==> config.mk <==
export PLATFORM = sky130hd
export DESIGN_NAME = pat_timer
export DESIGN_NICKNAME = d
export VERILOG_FILES = /design/src/hdl/pat_pkg.sv /design/src/hdl/pat_timer.sv
export SDC_FILE = /design/constraint.sdc
export NUM_CORES = 1
export LEC_CHECK = 0
export BUFFER_PORTS_ARGS = -buffer_cell sky130_fd_sc_hd__buf_2
export CORE_MARGIN = 5
export CORE_UTILIZATION = 30
export DETAILED_ROUTE_END_ITERATION = 16
export MAX_ROUTING_LAYER = met4
export PLACE_DENSITY = 0.58
export REMOVE_ABC_BUFFERS = 1
export SLEW_MARGIN = 0
export SYNTH_ARGS = -nofsm -noshare
export SYNTH_HDL_FRONTEND = slang
export SYNTH_SLANG_ARGS = --single-unit
==> constraint.sdc <==
create_clock -name aclk -period 3.3 [get_ports aclk]
set_clock_uncertainty 0.05 [all_clocks]
set_input_delay 0.165 -clock aclk [delete_from_list [all_inputs] [get_ports aclk]]
set_output_delay 0.165 -clock aclk [all_outputs]
set_load 0.01 [all_outputs]
==> src/hdl/pat_pkg.sv <==
// Package for the PWM auto-reload timer: register map, field positions, state.
package pat_pkg;

  // ----------------------------------------------------------------------
  // Register byte offsets
  // ----------------------------------------------------------------------
  localparam logic [5:0] OFS_CTRL_STATUS = 6'h00;
  localparam logic [5:0] OFS_COUNTER = 6'h04;
  localparam logic [5:0] OFS_RELOAD = 6'h08;
  localparam logic [5:0] OFS_PWM_CTRL = 6'h0c;
  localparam logic [5:0] OFS_DUTY0 = 6'h10;
  localparam logic [5:0] OFS_DUTY3 = 6'h1c;
  localparam logic [5:0] OFS_CAP_CTRL = 6'h20;
  localparam logic [5:0] OFS_CAP1 = 6'h24;
  localparam logic [5:0] OFS_CAP2 = 6'h28;

  // ----------------------------------------------------------------------
  // Field positions
  // ----------------------------------------------------------------------
  localparam int CSR_CLK_SRC = 7;
  localparam int CSR_DIV_LSB = 4;
  localparam int CSR_RUN = 3;
  localparam int CSR_FORCE = 2;
  localparam int CSR_OIE = 1;
  localparam int CSR_OVF = 0;
  localparam int PWM_OE_LSB = 4;
  localparam int CAP_EDGE_LSB = 4;
  localparam int CAP_IE_LSB = 2;
  localparam int CAP_FLAG_LSB = 0;

  // ----------------------------------------------------------------------
  // Reset values and constants
  // ----------------------------------------------------------------------
  localparam logic [7:0] RST_BYTE = 8'h00;
  localparam logic [7:0] CNT_MAX = 8'hff;
  localparam logic [6:0] PRESC_ALL = 7'h7f;
  localparam logic [1:0] RESP_OKAY = 2'b00;
  localparam logic [1:0] RESP_SLVERR = 2'b10;

  // ----------------------------------------------------------------------
  // Whole state of the timer
  // ----------------------------------------------------------------------
  typedef struct packed {
    logic clk_src;
    logic [2:0] div_sel;
    logic run;
    logic overflow_irq_enable;
    logic ovf;
    logic [6:0] presc;
    logic [7:0] counter;
    logic [7:0] reload;
    logic [7:0] pwm_ctrl;
    logic [3:0][7:0] duty;
    logic [3:0][7:0] compare;
    logic [3:0] pwm_level;
    logic [1:0] cap_edge;
    logic [1:0] cap_ie;
    logic [1:0] cap_flag;
    logic [1:0][7:0] cap_val;
    logic [2:0] ext_sync;
    logic [1:0] cap_s1;
    logic [1:0] cap_s2;
    logic [1:0] cap_s3;
    logic aw_held;
    logic [5:0] aw_addr;
    logic w_held;
    logic [7:0] w_data;
    logic w_strb0;
    logic bvalid;
    logic [1:0] bresp;
    logic rvalid;
    logic [31:0] rdata;
    logic [1:0] rresp;
  } pat_state_t;

endpackage

==> src/hdl/pat_timer.sv <==
// PWM auto-reload timer with prescaler, four PWM outputs and two captures.
// Summary of operation
// RL1: Divider field divides input clock by 2^n.
// RL2: Run bit low freezes prescaler and counter.
// RL3: Force reload bit always reads zero.
// RL4: Force reload loads counter, clears prescaler.
// RL5: Overflow request equals flag and enable.
// RL6: Overflow flag set on FFh to reload.
// RL7: Status read clears overflow flag only.
// RL8: Counter register reads and writes live count.
// RL9: Overflow reloads counter from reload register.
// RL10: Overflow switches outputs to period-start level.
// RL11: Output high while count not above compare.
// RL12: Polarity change inverts output at once.
// RL13: Output enable bits connect each channel pin.
// RL14: Duty register sets channel second edge.
// RL15: Capture control top two bits read zero.
// RL16: Edge select: zero falling, one rising.
// RL17: Capture enable gates each capture request.
// RL18: Capture sets flag; value read clears it.
// RL19: Capture value read-only, holds latched count.
// RL20: Listed registers reset to 00h.
// RL21: Compare copies duty only at overflow.
// RL22: Source bit picks CPU or event clock.
// RL23: Counter steps once per prescaler tap edge.
// RL24: Captured value locked until software reads.
// RL25: Event clock and captures synchronised first.
//
// The register offsets and the AXI4-Lite interface to the registers were decided locally.
`timescale 1ns/1ns

module pat_timer #(
  parameter int ADDR_W = 6
) (
  input wire logic aclk,
  input wire logic aresetn,
  input wire logic awvalid,
  output logic awready,
  input wire logic [ADDR_W-1:0] awaddr,
  input wire logic [2:0] awprot,
  input wire logic wvalid,
  output logic wready,
  input wire logic [31:0] wdata,
  input wire logic [3:0] wstrb,
  output logic bvalid,
  input wire logic bready,
  output logic [1:0] bresp,
  input wire logic arvalid,
  output logic arready,
  input wire logic [ADDR_W-1:0] araddr,
  input wire logic [2:0] arprot,
  output logic rvalid,
  input wire logic rready,
  output logic [31:0] rdata,
  output logic [1:0] rresp,
  input wire logic event_clock_in,
  input wire logic [1:0] capture_input_pin,
  output logic [3:0] pwm_channel_output,
  output logic [3:0] pwm_output_enable,
  output logic overflow_irq,
  output logic [1:0] capture_irq
);

  // A narrower address could not reach every register.
  if (ADDR_W < 6) begin
    $error("ADDR_W must be at least 6");
  end

  pat_pkg::pat_state_t s;
  pat_pkg::pat_state_t next_s;

  // ----------------------------------------------------------------------
  // Helpers
  // ----------------------------------------------------------------------
  function automatic logic [5:0] word_addr(input logic [ADDR_W-1:0] a);
    word_addr = {a[5:2], 2'b00};
  endfunction

  function automatic logic is_mapped(input logic [ADDR_W-1:0] a);
    logic [5:0] w;
    w = word_addr(a);
    is_mapped = (w <= pat_pkg::OFS_CAP2) && ((a >> 6) == '0);
  endfunction

  function automatic logic [7:0] read_byte(input pat_pkg::pat_state_t st,
                                           input logic [5:0] w);
    read_byte = pat_pkg::RST_BYTE;
    if (w == pat_pkg::OFS_CTRL_STATUS) begin
      // The force reload position is left at zero on purpose. RL3
      read_byte = {st.clk_src, st.div_sel, st.run, 1'b0, st.overflow_irq_enable, st.ovf};
    end else if (w == pat_pkg::OFS_COUNTER) begin
      read_byte = st.counter; // RL8
    end else if (w == pat_pkg::OFS_RELOAD) begin
      read_byte = st.reload;
    end else if (w == pat_pkg::OFS_PWM_CTRL) begin
      read_byte = st.pwm_ctrl;
    end else if (w >= pat_pkg::OFS_DUTY0 && w <= pat_pkg::OFS_DUTY3) begin
      read_byte = st.duty[w[3:2]];
    end else if (w == pat_pkg::OFS_CAP_CTRL) begin
      read_byte = {2'b00, st.cap_edge, st.cap_ie, st.cap_flag}; // RL15
    end else if (w == pat_pkg::OFS_CAP1) begin
      read_byte = st.cap_val[0]; // RL19
    end else if (w == pat_pkg::OFS_CAP2) begin
      read_byte = st.cap_val[1]; // RL19
    end
  endfunction

  // ----------------------------------------------------------------------
  // Next-state logic
  // ----------------------------------------------------------------------
  logic in_tick;
  logic cnt_tick;
  logic overflow;
  logic do_write;
  logic do_read;
  logic [6:0] tap_mask;
  logic [1:0] cap_rise;
  logic [1:0] cap_fall;
  logic [1:0] cap_event;
  logic [5:0] wa;
  logic [5:0] ra;

  always_comb begin
    next_s = s;
    wa = s.aw_addr;
    ra = word_addr(araddr);
    // Synchronisers: the first stage feeds only the second stage. RL25
    next_s.ext_sync = {s.ext_sync[1:0], event_clock_in};
    next_s.cap_s1 = capture_input_pin;
    next_s.cap_s2 = s.cap_s1;
    next_s.cap_s3 = s.cap_s2;
    cap_rise = s.cap_s2 & ~s.cap_s3;
    cap_fall = ~s.cap_s2 & s.cap_s3;
    // An event clock edge counts only once the second stage sees it.
    in_tick = s.clk_src ? (s.ext_sync[1] & ~s.ext_sync[2]) : 1'b1; // RL22
    // A tap of 2^n fires when the low n prescaler bits are all ones.
    tap_mask = 7'((8'h01 << s.div_sel) - 8'h01);
    cnt_tick = s.run && in_tick &&
               ((s.presc | ~tap_mask) == pat_pkg::PRESC_ALL); // RL1 RL23
    overflow = cnt_tick && (s.counter == pat_pkg::CNT_MAX);

    // Prescaler and counter only move while running. RL2
    if (s.run && in_tick) begin
      next_s.presc = 7'(s.presc + 7'h01);
    end
    if (cnt_tick) begin
      if (overflow) begin
        next_s.counter = s.reload; // RL9
        next_s.compare = s.duty; // RL21 RL14
      end else begin
        next_s.counter = 8'(s.counter + 8'h01);
      end
    end

    // Capture latches the live count unless a value is still unread.
    for (int i = 0; i < 2; i++) begin
      cap_event[i] = s.cap_edge[i] ? cap_rise[i] : cap_fall[i]; // RL16
      if (cap_event[i] && !s.cap_flag[i]) begin // RL24
        next_s.cap_val[i] = s.counter; // RL19
      end
    end

    // Write channel: address and data may arrive in either order.
    if (awvalid && !s.aw_held) begin
      next_s.aw_held = 1'b1;
      // An out-of-range address is parked on an unused word so the write is dropped.
      next_s.aw_addr = is_mapped(awaddr) ? word_addr(awaddr) : '1;
    end
    if (wvalid && !s.w_held) begin
      next_s.w_held = 1'b1;
      next_s.w_data = wdata[7:0];
      next_s.w_strb0 = wstrb[0];
    end
    do_write = s.aw_held && s.w_held && !s.bvalid;
    if (do_write) begin
      next_s.aw_held = 1'b0;
      next_s.w_held = 1'b0;
      next_s.bvalid = 1'b1;
      next_s.bresp = is_mapped(ADDR_W'(s.aw_addr)) ? pat_pkg::RESP_OKAY
                                                   : pat_pkg::RESP_SLVERR;
      if (s.w_strb0) begin
        if (wa == pat_pkg::OFS_CTRL_STATUS) begin
          next_s.clk_src = s.w_data[pat_pkg::CSR_CLK_SRC];
          next_s.div_sel = s.w_data[pat_pkg::CSR_DIV_LSB +: 3];
          next_s.run = s.w_data[pat_pkg::CSR_RUN];
          next_s.overflow_irq_enable = s.w_data[pat_pkg::CSR_OIE];
          if (s.w_data[pat_pkg::CSR_FORCE]) begin
            next_s.counter = s.reload; // RL4
            next_s.presc = '0; // RL4
          end
        end else if (wa == pat_pkg::OFS_COUNTER) begin
          // A direct load restarts the prescaler as well.
          next_s.counter = s.w_data; // RL8
          next_s.presc = '0;
        end else if (wa == pat_pkg::OFS_RELOAD) begin
          next_s.reload = s.w_data;
        end else if (wa == pat_pkg::OFS_PWM_CTRL) begin
          next_s.pwm_ctrl = s.w_data;
        end else if (wa >= pat_pkg::OFS_DUTY0 && wa <= pat_pkg::OFS_DUTY3) begin
          next_s.duty[wa[3:2]] = s.w_data; // RL14
        end else if (wa == pat_pkg::OFS_CAP_CTRL) begin
          next_s.cap_edge = s.w_data[pat_pkg::CAP_EDGE_LSB +: 2];
          next_s.cap_ie = s.w_data[pat_pkg::CAP_IE_LSB +: 2];
        end
      end
    end
    if (s.bvalid && bready) begin
      next_s.bvalid = 1'b0;
    end

    // Read channel: side effects happen on the accepted address.
    do_read = arvalid && !s.rvalid;
    if (do_read) begin
      next_s.rvalid = 1'b1;
      next_s.rdata = is_mapped(araddr) ? {24'h000000, read_byte(s, ra)} : 32'h00000000;
      next_s.rresp = is_mapped(araddr) ? pat_pkg::RESP_OKAY
                                       : pat_pkg::RESP_SLVERR;
      if (is_mapped(araddr) && ra == pat_pkg::OFS_CTRL_STATUS) begin
        next_s.ovf = 1'b0; // RL7
      end
      if (is_mapped(araddr) && ra == pat_pkg::OFS_CAP1) begin
        next_s.cap_flag[0] = 1'b0; // RL18
      end
      if (is_mapped(araddr) && ra == pat_pkg::OFS_CAP2) begin
        next_s.cap_flag[1] = 1'b0; // RL18
      end
    end
    if (s.rvalid && rready) begin
      next_s.rvalid = 1'b0;
    end

    // Hardware sets come last so a set beats a clear in the same cycle.
    if (overflow) begin
      next_s.ovf = 1'b1; // RL6
    end
    for (int i = 0; i < 2; i++) begin
      if (cap_event[i] && !s.cap_flag[i]) begin
        next_s.cap_flag[i] = 1'b1; // RL18
      end
    end

    // Output level follows the next count so pins match the state except during reset and the first cycle after release.
    for (int i = 0; i < 4; i++) begin
      next_s.pwm_level[i] = (next_s.counter <= next_s.compare[i]) ^
                            next_s.pwm_ctrl[i]; // RL10 RL11 RL12
    end
  end

  // ----------------------------------------------------------------------
  // State register
  // ----------------------------------------------------------------------
  always_ff @(posedge aclk) begin
    if (!aresetn) begin
      s <= '0; // RL20
    end else begin
      s <= next_s;
    end
  end

  // ----------------------------------------------------------------------
  // Outputs
  // ----------------------------------------------------------------------
  assign awready = !s.aw_held;
  assign wready = !s.w_held;
  assign bvalid = s.bvalid;
  assign bresp = s.bresp;
  assign arready = !s.rvalid;
  assign rvalid = s.rvalid;
  assign rdata = s.rdata;
  assign rresp = s.rresp;
  assign pwm_channel_output = s.pwm_level;
  assign pwm_output_enable = s.pwm_ctrl[pat_pkg::PWM_OE_LSB +: 4]; // RL13
  assign overflow_irq = s.ovf & s.overflow_irq_enable; // RL5
  assign capture_irq = s.cap_flag & s.cap_ie; // RL17
endmodule

# == After elaboration in Yosys (flattened, before gate mapping) ==
# Index checks and enable logic that the tools add are counted.
# totals
output_inout_bits,52
input_bits,64
reg_bits,192
# op_classes
order_cmp,14
bitwise,20
shifts,1
muxes,45
reduce_logical,43
add_sub_neg,3
eq_ne,12
# ops
op,n
32-bit two-way mux,4
63-bit two-way mux,2
8-bit two-way mux,15
48-bit two-way mux,2
15-bit two-way mux,3
40-bit two-way mux,1
32-bit bitwise mux,1
8-bit less-or-equal comparator,4
6-bit less-or-equal comparator (second input constant),3
1-bit logical AND,18
8-bit binary-select mux with 2-bit select,1
8-bit demux with 2-bit select,1
4-bit equality test (second input constant),3
6-bit by 4-bit equality test with 1-bit output (second input constant),2
6-bit by 5-bit greater-or-equal comparator with 1-bit output (second input constant),2
6-bit by 5-bit less-or-equal comparator with 1-bit output (second input constant),2
2-bit nonzero test,6
1-bit two-way mux,10
8-bit by 1-bit adder with 8-bit output (second input constant),1
4-bit by 2-bit equality test with 1-bit output (second input constant),2
8-bit equality test (second input constant),1
8-bit AND reduction,1
7-bit by 1-bit adder with 7-bit output (second input constant),1
7-bit equality test (second input constant),1
other kinds (26),51

# == Longest topological paths before layout ==
# logic_depth
word_depth,15
ltp_mapped,15
ltp_nobuf,14

# == Worst setup path before layout ==
# Ideal clock, no wire load.
# synth_timing
kind,reg2reg
startpoint,register s[171] in the netlist's numbering
endpoint,"register s, in the netlist pwm_channel_output[0]"
synth_period_minus_slack_ns,3.172
slack_ns,0.128
required_ns,3.122
stages_incl_launch_ff,16
setup_ns,0.128
arrival_time_ns,2.995
cell_sequence,dfxtp_1 -> ha_1 -> nand3_1 -> or2_1 -> clkbuf_1 -> nor3_4 -> buf_8 -> buf_12 -> mux2i_1 -> ha_1 -> and3_1 -> o21ai_0 -> a31oi_1 -> o31ai_1 -> xor2_1 -> nor2_1
# synth_via
elab_chain_cells,10
elab_cells_between_ends,14
cone_classes,1 x add/sub; 1 x order compare; 1 x eq/ne; 9 x mux; 1 x bitwise; 1 x reduce/logical
# synth_rtl
item,line,text
from (decl),pat_timer.sv:69,pat_pkg::pat_state_t s;
from (signal assigned),pat_timer.sv:256,s <= next_s;
"parallel branches: the longest is 8 deep, another holds 8-bit by 1-bit adder with 8-bit output",n/a,
8-bit less-or-equal comparator *,pat_timer.sv:244,next_s.pwm_level[i] = (next_s.counter <= next_s.compare[i]) ^
1-bit XOR *,pat_timer.sv:244,
# Every way passes the cells marked *.
# A chain may end at the register's enable or synchronous reset.

# == Final worst setup path ==
# layout_timing
startpoint,"register s, in the netlist next_s[63]"
endpoint,"register s, in the netlist pwm_channel_output[1]"
# layout_via
elab_chain_cells,13
elab_cells_between_ends,16
cone_classes,1 x order compare; 10 x mux; 2 x bitwise; 3 x reduce/logical
# layout_rtl
item,line,text
1-bit AND *,pat_timer.sv:135,in_tick = s.clk_src ? (s.ext_sync[1] & ~s.ext_sync[2]) : 1'b1;
1-bit two-way mux *,pat_timer.sv:135,
1-bit logical AND * (2 in a row),pat_timer.sv:138,cnt_tick = s.run && in_tick &&
1-bit logical AND,pat_timer.sv:140,overflow = cnt_tick && (s.counter == pat_pkg::CNT_MAX);
8-bit two-way mux,pat_timer.sv:147,if (overflow) begin
8-bit two-way mux,pat_timer.sv:146,if (cnt_tick) begin
15-bit two-way mux (on tied branches),"pat_timer.sv:191, pat_timer.sv:187",
15-bit two-way mux,pat_timer.sv:182,if (wa == pat_pkg::OFS_CTRL_STATUS) begin
63-bit two-way mux,pat_timer.sv:181,if (s.w_strb0) begin
63-bit two-way mux,pat_timer.sv:175,if (do_write) begin
8-bit less-or-equal comparator *,pat_timer.sv:244,
1-bit XOR *,pat_timer.sv:244,
# Mark *: on every way between the ends. The rest lies on a longest branch, timed or not.

==> impl_metrics.py <==
metrics = {
    "status": {
        "outcome": "completed",
    },
    "pwr": {
        "ir_worst_vdd_mv": 0.3510,
        "p_per_area_mw_per_mm2": 433.6,
        "leakagePower_nw": 4.073,
        "p_total_mw": 4.450,
    },
    "sta": {
        "clock.fmax_mhz": 309.8,
        "tightestPinTransition_ns": 1.064,
        "finalCritPeriodShare": 0.9782,
        "rsz0062_at_grt": "yes",
        "finalSetupViolCount": 0,
        "min_period_ns": 3.228,
        "hold_violations": 0,
        "final_max_slew_viol_count": 0,
        "slew-limit-headroom": 0.2877,
    },
    "clocking": {
        "numCtsBuffers": 17,
        "clock-sinks": 165,
        "cts.clk_slew.worst_paths_ns": 0.07,
        "htree_levels": 4,
        "cts-root-buf": "clkbuf_16",
        "cts_buffer_depth": 2,
        "cts_tree": "built",
        "clk-insertion-delay-late_ns": 0.43,
    },
    "placement": {
        "placed_cells": 1362,
        "dp.final_hpwl_um": 17290,
        "gp_congestion": 0.9746,
        "port_buffers": 52,
    },
    "finish": {
        "nNetsFinal": 1131,
        "fin_cells": 1424,
        "fin_util": 0.3704,
        "syn2layout_area_growth_pct": 22.48,
        "n_antenna_cell": 0,
        "drive_above_1_share": 0.2065,
    },
    "global_routing": {
        "grt-ovfl-total": 0,
        "antenna_found_initial": 0,
        "grt_max_degree": 76,
        "grt_pass1_wl_um": 37580,
        "gr-usage-all-layers": 0.1590,
        "grt_pass1_vias": 6669,
    },
    "worst_setup_path": {
        "r2r-end": "pwm_channel_output[1]",
        "cp_slowest_cell": "or3_4",
        "arrival_ns": 3.50,
        "r2r_start": "next_s[63]",
        "r2r_slack_ns": 0.07,
        "crit_path_end_kind": "flop",
        "cp_cell_sequence": "nor2b_4, o21ai_1, or3_4, nor3_4, buf_6, buf_6, clkbuf_16, mux2i_2, ha_1, nand3_1, nor2_1, a32oi_1, nand2_1, xnor2_1, and2_1",
        "crit_fanout": 8,
        "crit_path_max_incr_delay_ns": 0.49,
        "worst_setup_path_start_kind": "flop",
        "required_ns": 3.58,
        "worst_path_most_repeated_cell": "buf_6",
        "reg2regPathDepth": 15,
        "startpoint": "next_s[63]",
        "worstSetupPathType": "reg -> reg",
    },
    "hold_path": {
        "min_path_cells": 4,
        "worstHoldEndpoint": "rresp[1]",
        "hold_start": "arvalid",
        "hp-class": "in -> reg",
    },
    "job": {
        "maxCapViolCount": 0,
    },
    "route": {
        "routed_wl_um": 24900,
        "via_count": 6887,
        "avgViaCountPerCell": 4.836,
        "post-route-drc-count": 0,
        "drt-pass1-iter-count": 5,
        "wl_per_cell_um": 17.48,
        "dr.first_iter.drc_count": 541,
        "ant_nets": 0,
    },
    "synth": {
        "seq_area_frac_synth": 0.3943,
        "synth_area_per_cell_um2": 8.980,
        "synthCells": 933,
        "yosys_most_used_dff": "dfxtp_1",
        "yosysWarningCount": 0,
        "syn_area_mm2": 0.008378,
        "ys_types": 67,
        "synthArstFlopShare": 0,
        "synth-seq-cells": 165,
        "synth_edf_count": 0,
    },
    "die": {
        "io_pins": 116,
        "die_y_um": 177.1,
        "rows": 61,
        "fp.dieW_um": 177.1,
        "die-area_mm2": 0.03137,
        "core-area_mm2": 0.02771,
        "initial_utilization": 0.3024,
    },
}
-- synthesized netlist by cell type, types with 3 or more instances --
cell type	n	area share
mux2i_1	112	0.13
or3_1	4	0.0030
nand2b_1	10	0.0075
a2bb2oi_1	4	0.0042
nor3_2	4	0.0048
nand3_1	21	0.013
xnor2_1	4	0.0042
a211oi_1	8	0.0072
a222oi_1	3	0.0036
dfxtp_1	165	0.39
a311oi_1	3	0.0031
ha_1	34	0.051
a32oi_1	4	0.0042
nor3_1	7	0.0042
buf_1	5	0.0022
and2_1	24	0.018
nor2_1	149	0.067
and3_1	4	0.0030
xor2_1	6	0.0063
nand2_1	73	0.033
nand4_1	8	0.0060
o21ai_0	32	0.019
a21o_1	7	0.0063
clkbuf_1	38	0.017
inv_1	17	0.0076
buf_4	45	0.040
buf_2	4	0.0024
a21boi_0	3	0.0027
o32ai_1	3	0.0031
a21oi_1	51	0.030
o22ai_1	5	0.0037
a22oi_1	3	0.0027
o21a_1	3	0.0027
nor2b_1	13	0.0097
mux4_2	9	0.024
mux2_2	7	0.0094
-- worst max-delay path by stage --
stage	end	slack, ns	cells after the start
final	pwm_channel_output[1]	0.07	15
after CTS	pwm_channel_output[3]	0.02	15
after detailed placement	pwm_channel_output[2]	-0.03	14
after global routing	pwm_channel_output[1]	-0.03	12
after floorplan	pwm_channel_output[0]	-0.58	12
after global placement	pwm_channel_output[2]	0.02	16
-- cell type report --
| type | count | area, um2 |
|---|---|---|
| Timing Repair Buffer | 152 | 1122 |
| Clock buffer | 21 | 480.5 |
| Fill cell | 2834 | 17440 |
| Tap cell | 378 | 473.0 |
| Clock inverter | 11 | 138.9 |
| Inverter | 17 | 66.31 |
| Sequential cell | 165 | 3306 |
| Multi-Input combinational cell | 680 | 4674 |
-- through the flow --
stage	instance area (um2)	hold slack (ns)	TNS, ns	setup slack (ns)
6_report	10260	0.1944	0	0.07208
4_1_cts	10000	0.1967	0	0.01835
3_5_place_dp	9166	0.3062	-0.03579	-0.02984
3_3_place_gp	9166	0.3062	0	0.01964
5_1_grt	10260	0.2581	-0.04925	-0.03071
2_1_floorplan	7893	0.2151	-1.903	-0.5819
-- what timing repair did --
action,CTS,global route
setup buffers,0,6
endpoints found under the hold margin,21,0
gates cloned,0,3
gates resized for setup,2,34
pin swaps,0,6
setup endpoints to repair,3,4
hold buffers,21,0
-- worst max-delay path: cells and delay by family, from the launching register on --
kind | cells | cell delay (ns)
and+or+nand+nor | 7 | 1.24
buffers and inverters | 3 | 0.46
AOI/OAI and AO/OA | 2 | 0.33
DFF | 1 | 0.32
muxes | 1 | 0.29
adders and majority gates | 1 | 0.28
xor gates and xnor gates | 1 | 0.15
-- where the power goes --
group	internal (mW)	total, mW	switching [mW]
clock	1.21	2.08	0.873
combinational	0.119	0.329	0.210
sequential	2.02	2.04	0.0192
total	3.35	4.45	1.10
-- layer usage --
layer  vias to the layer above  global-route usage  wire length, um
li1                       3368                   -                -
met1                      3321              0.2090            11690
met2                       176              0.2538            11600
met3                        22             0.03034             1260
met4                         0             0.03933              348
met5                         -                   -                0
-- kinds of logic after synthesis --
logic type	Yosys count	share of synthesized area
AOI/OAI and AO/OA	147	0.1114
xor gates and xnor gates	10	0.01045
adders and majority gates	34	0.05078
buffers and inverters	113	0.07676
DFF	165	0.3943
muxes	128	0.1674
other	1	0.0004476
and+or+nand+nor	335	0.1885
-- cell usage in the layout (no fill, tap or decap), types with 10 or more instances in the layout --
cell,count
o21ai_0,29
buf_4,73
ha_1,33
and2_1,24
mux2i_1,103
buf_2,52
nand2b_1,10
inv_1,16
dlygate4sd3_1,21
nand2_1,73
a21oi_1,50
nand3_1,19
clkbuf_16,19
dfxtp_1,163
conb_1,26
nor2b_1,12
nor2_1,149
Note: power is estimated with default switching activity, not from simulation.
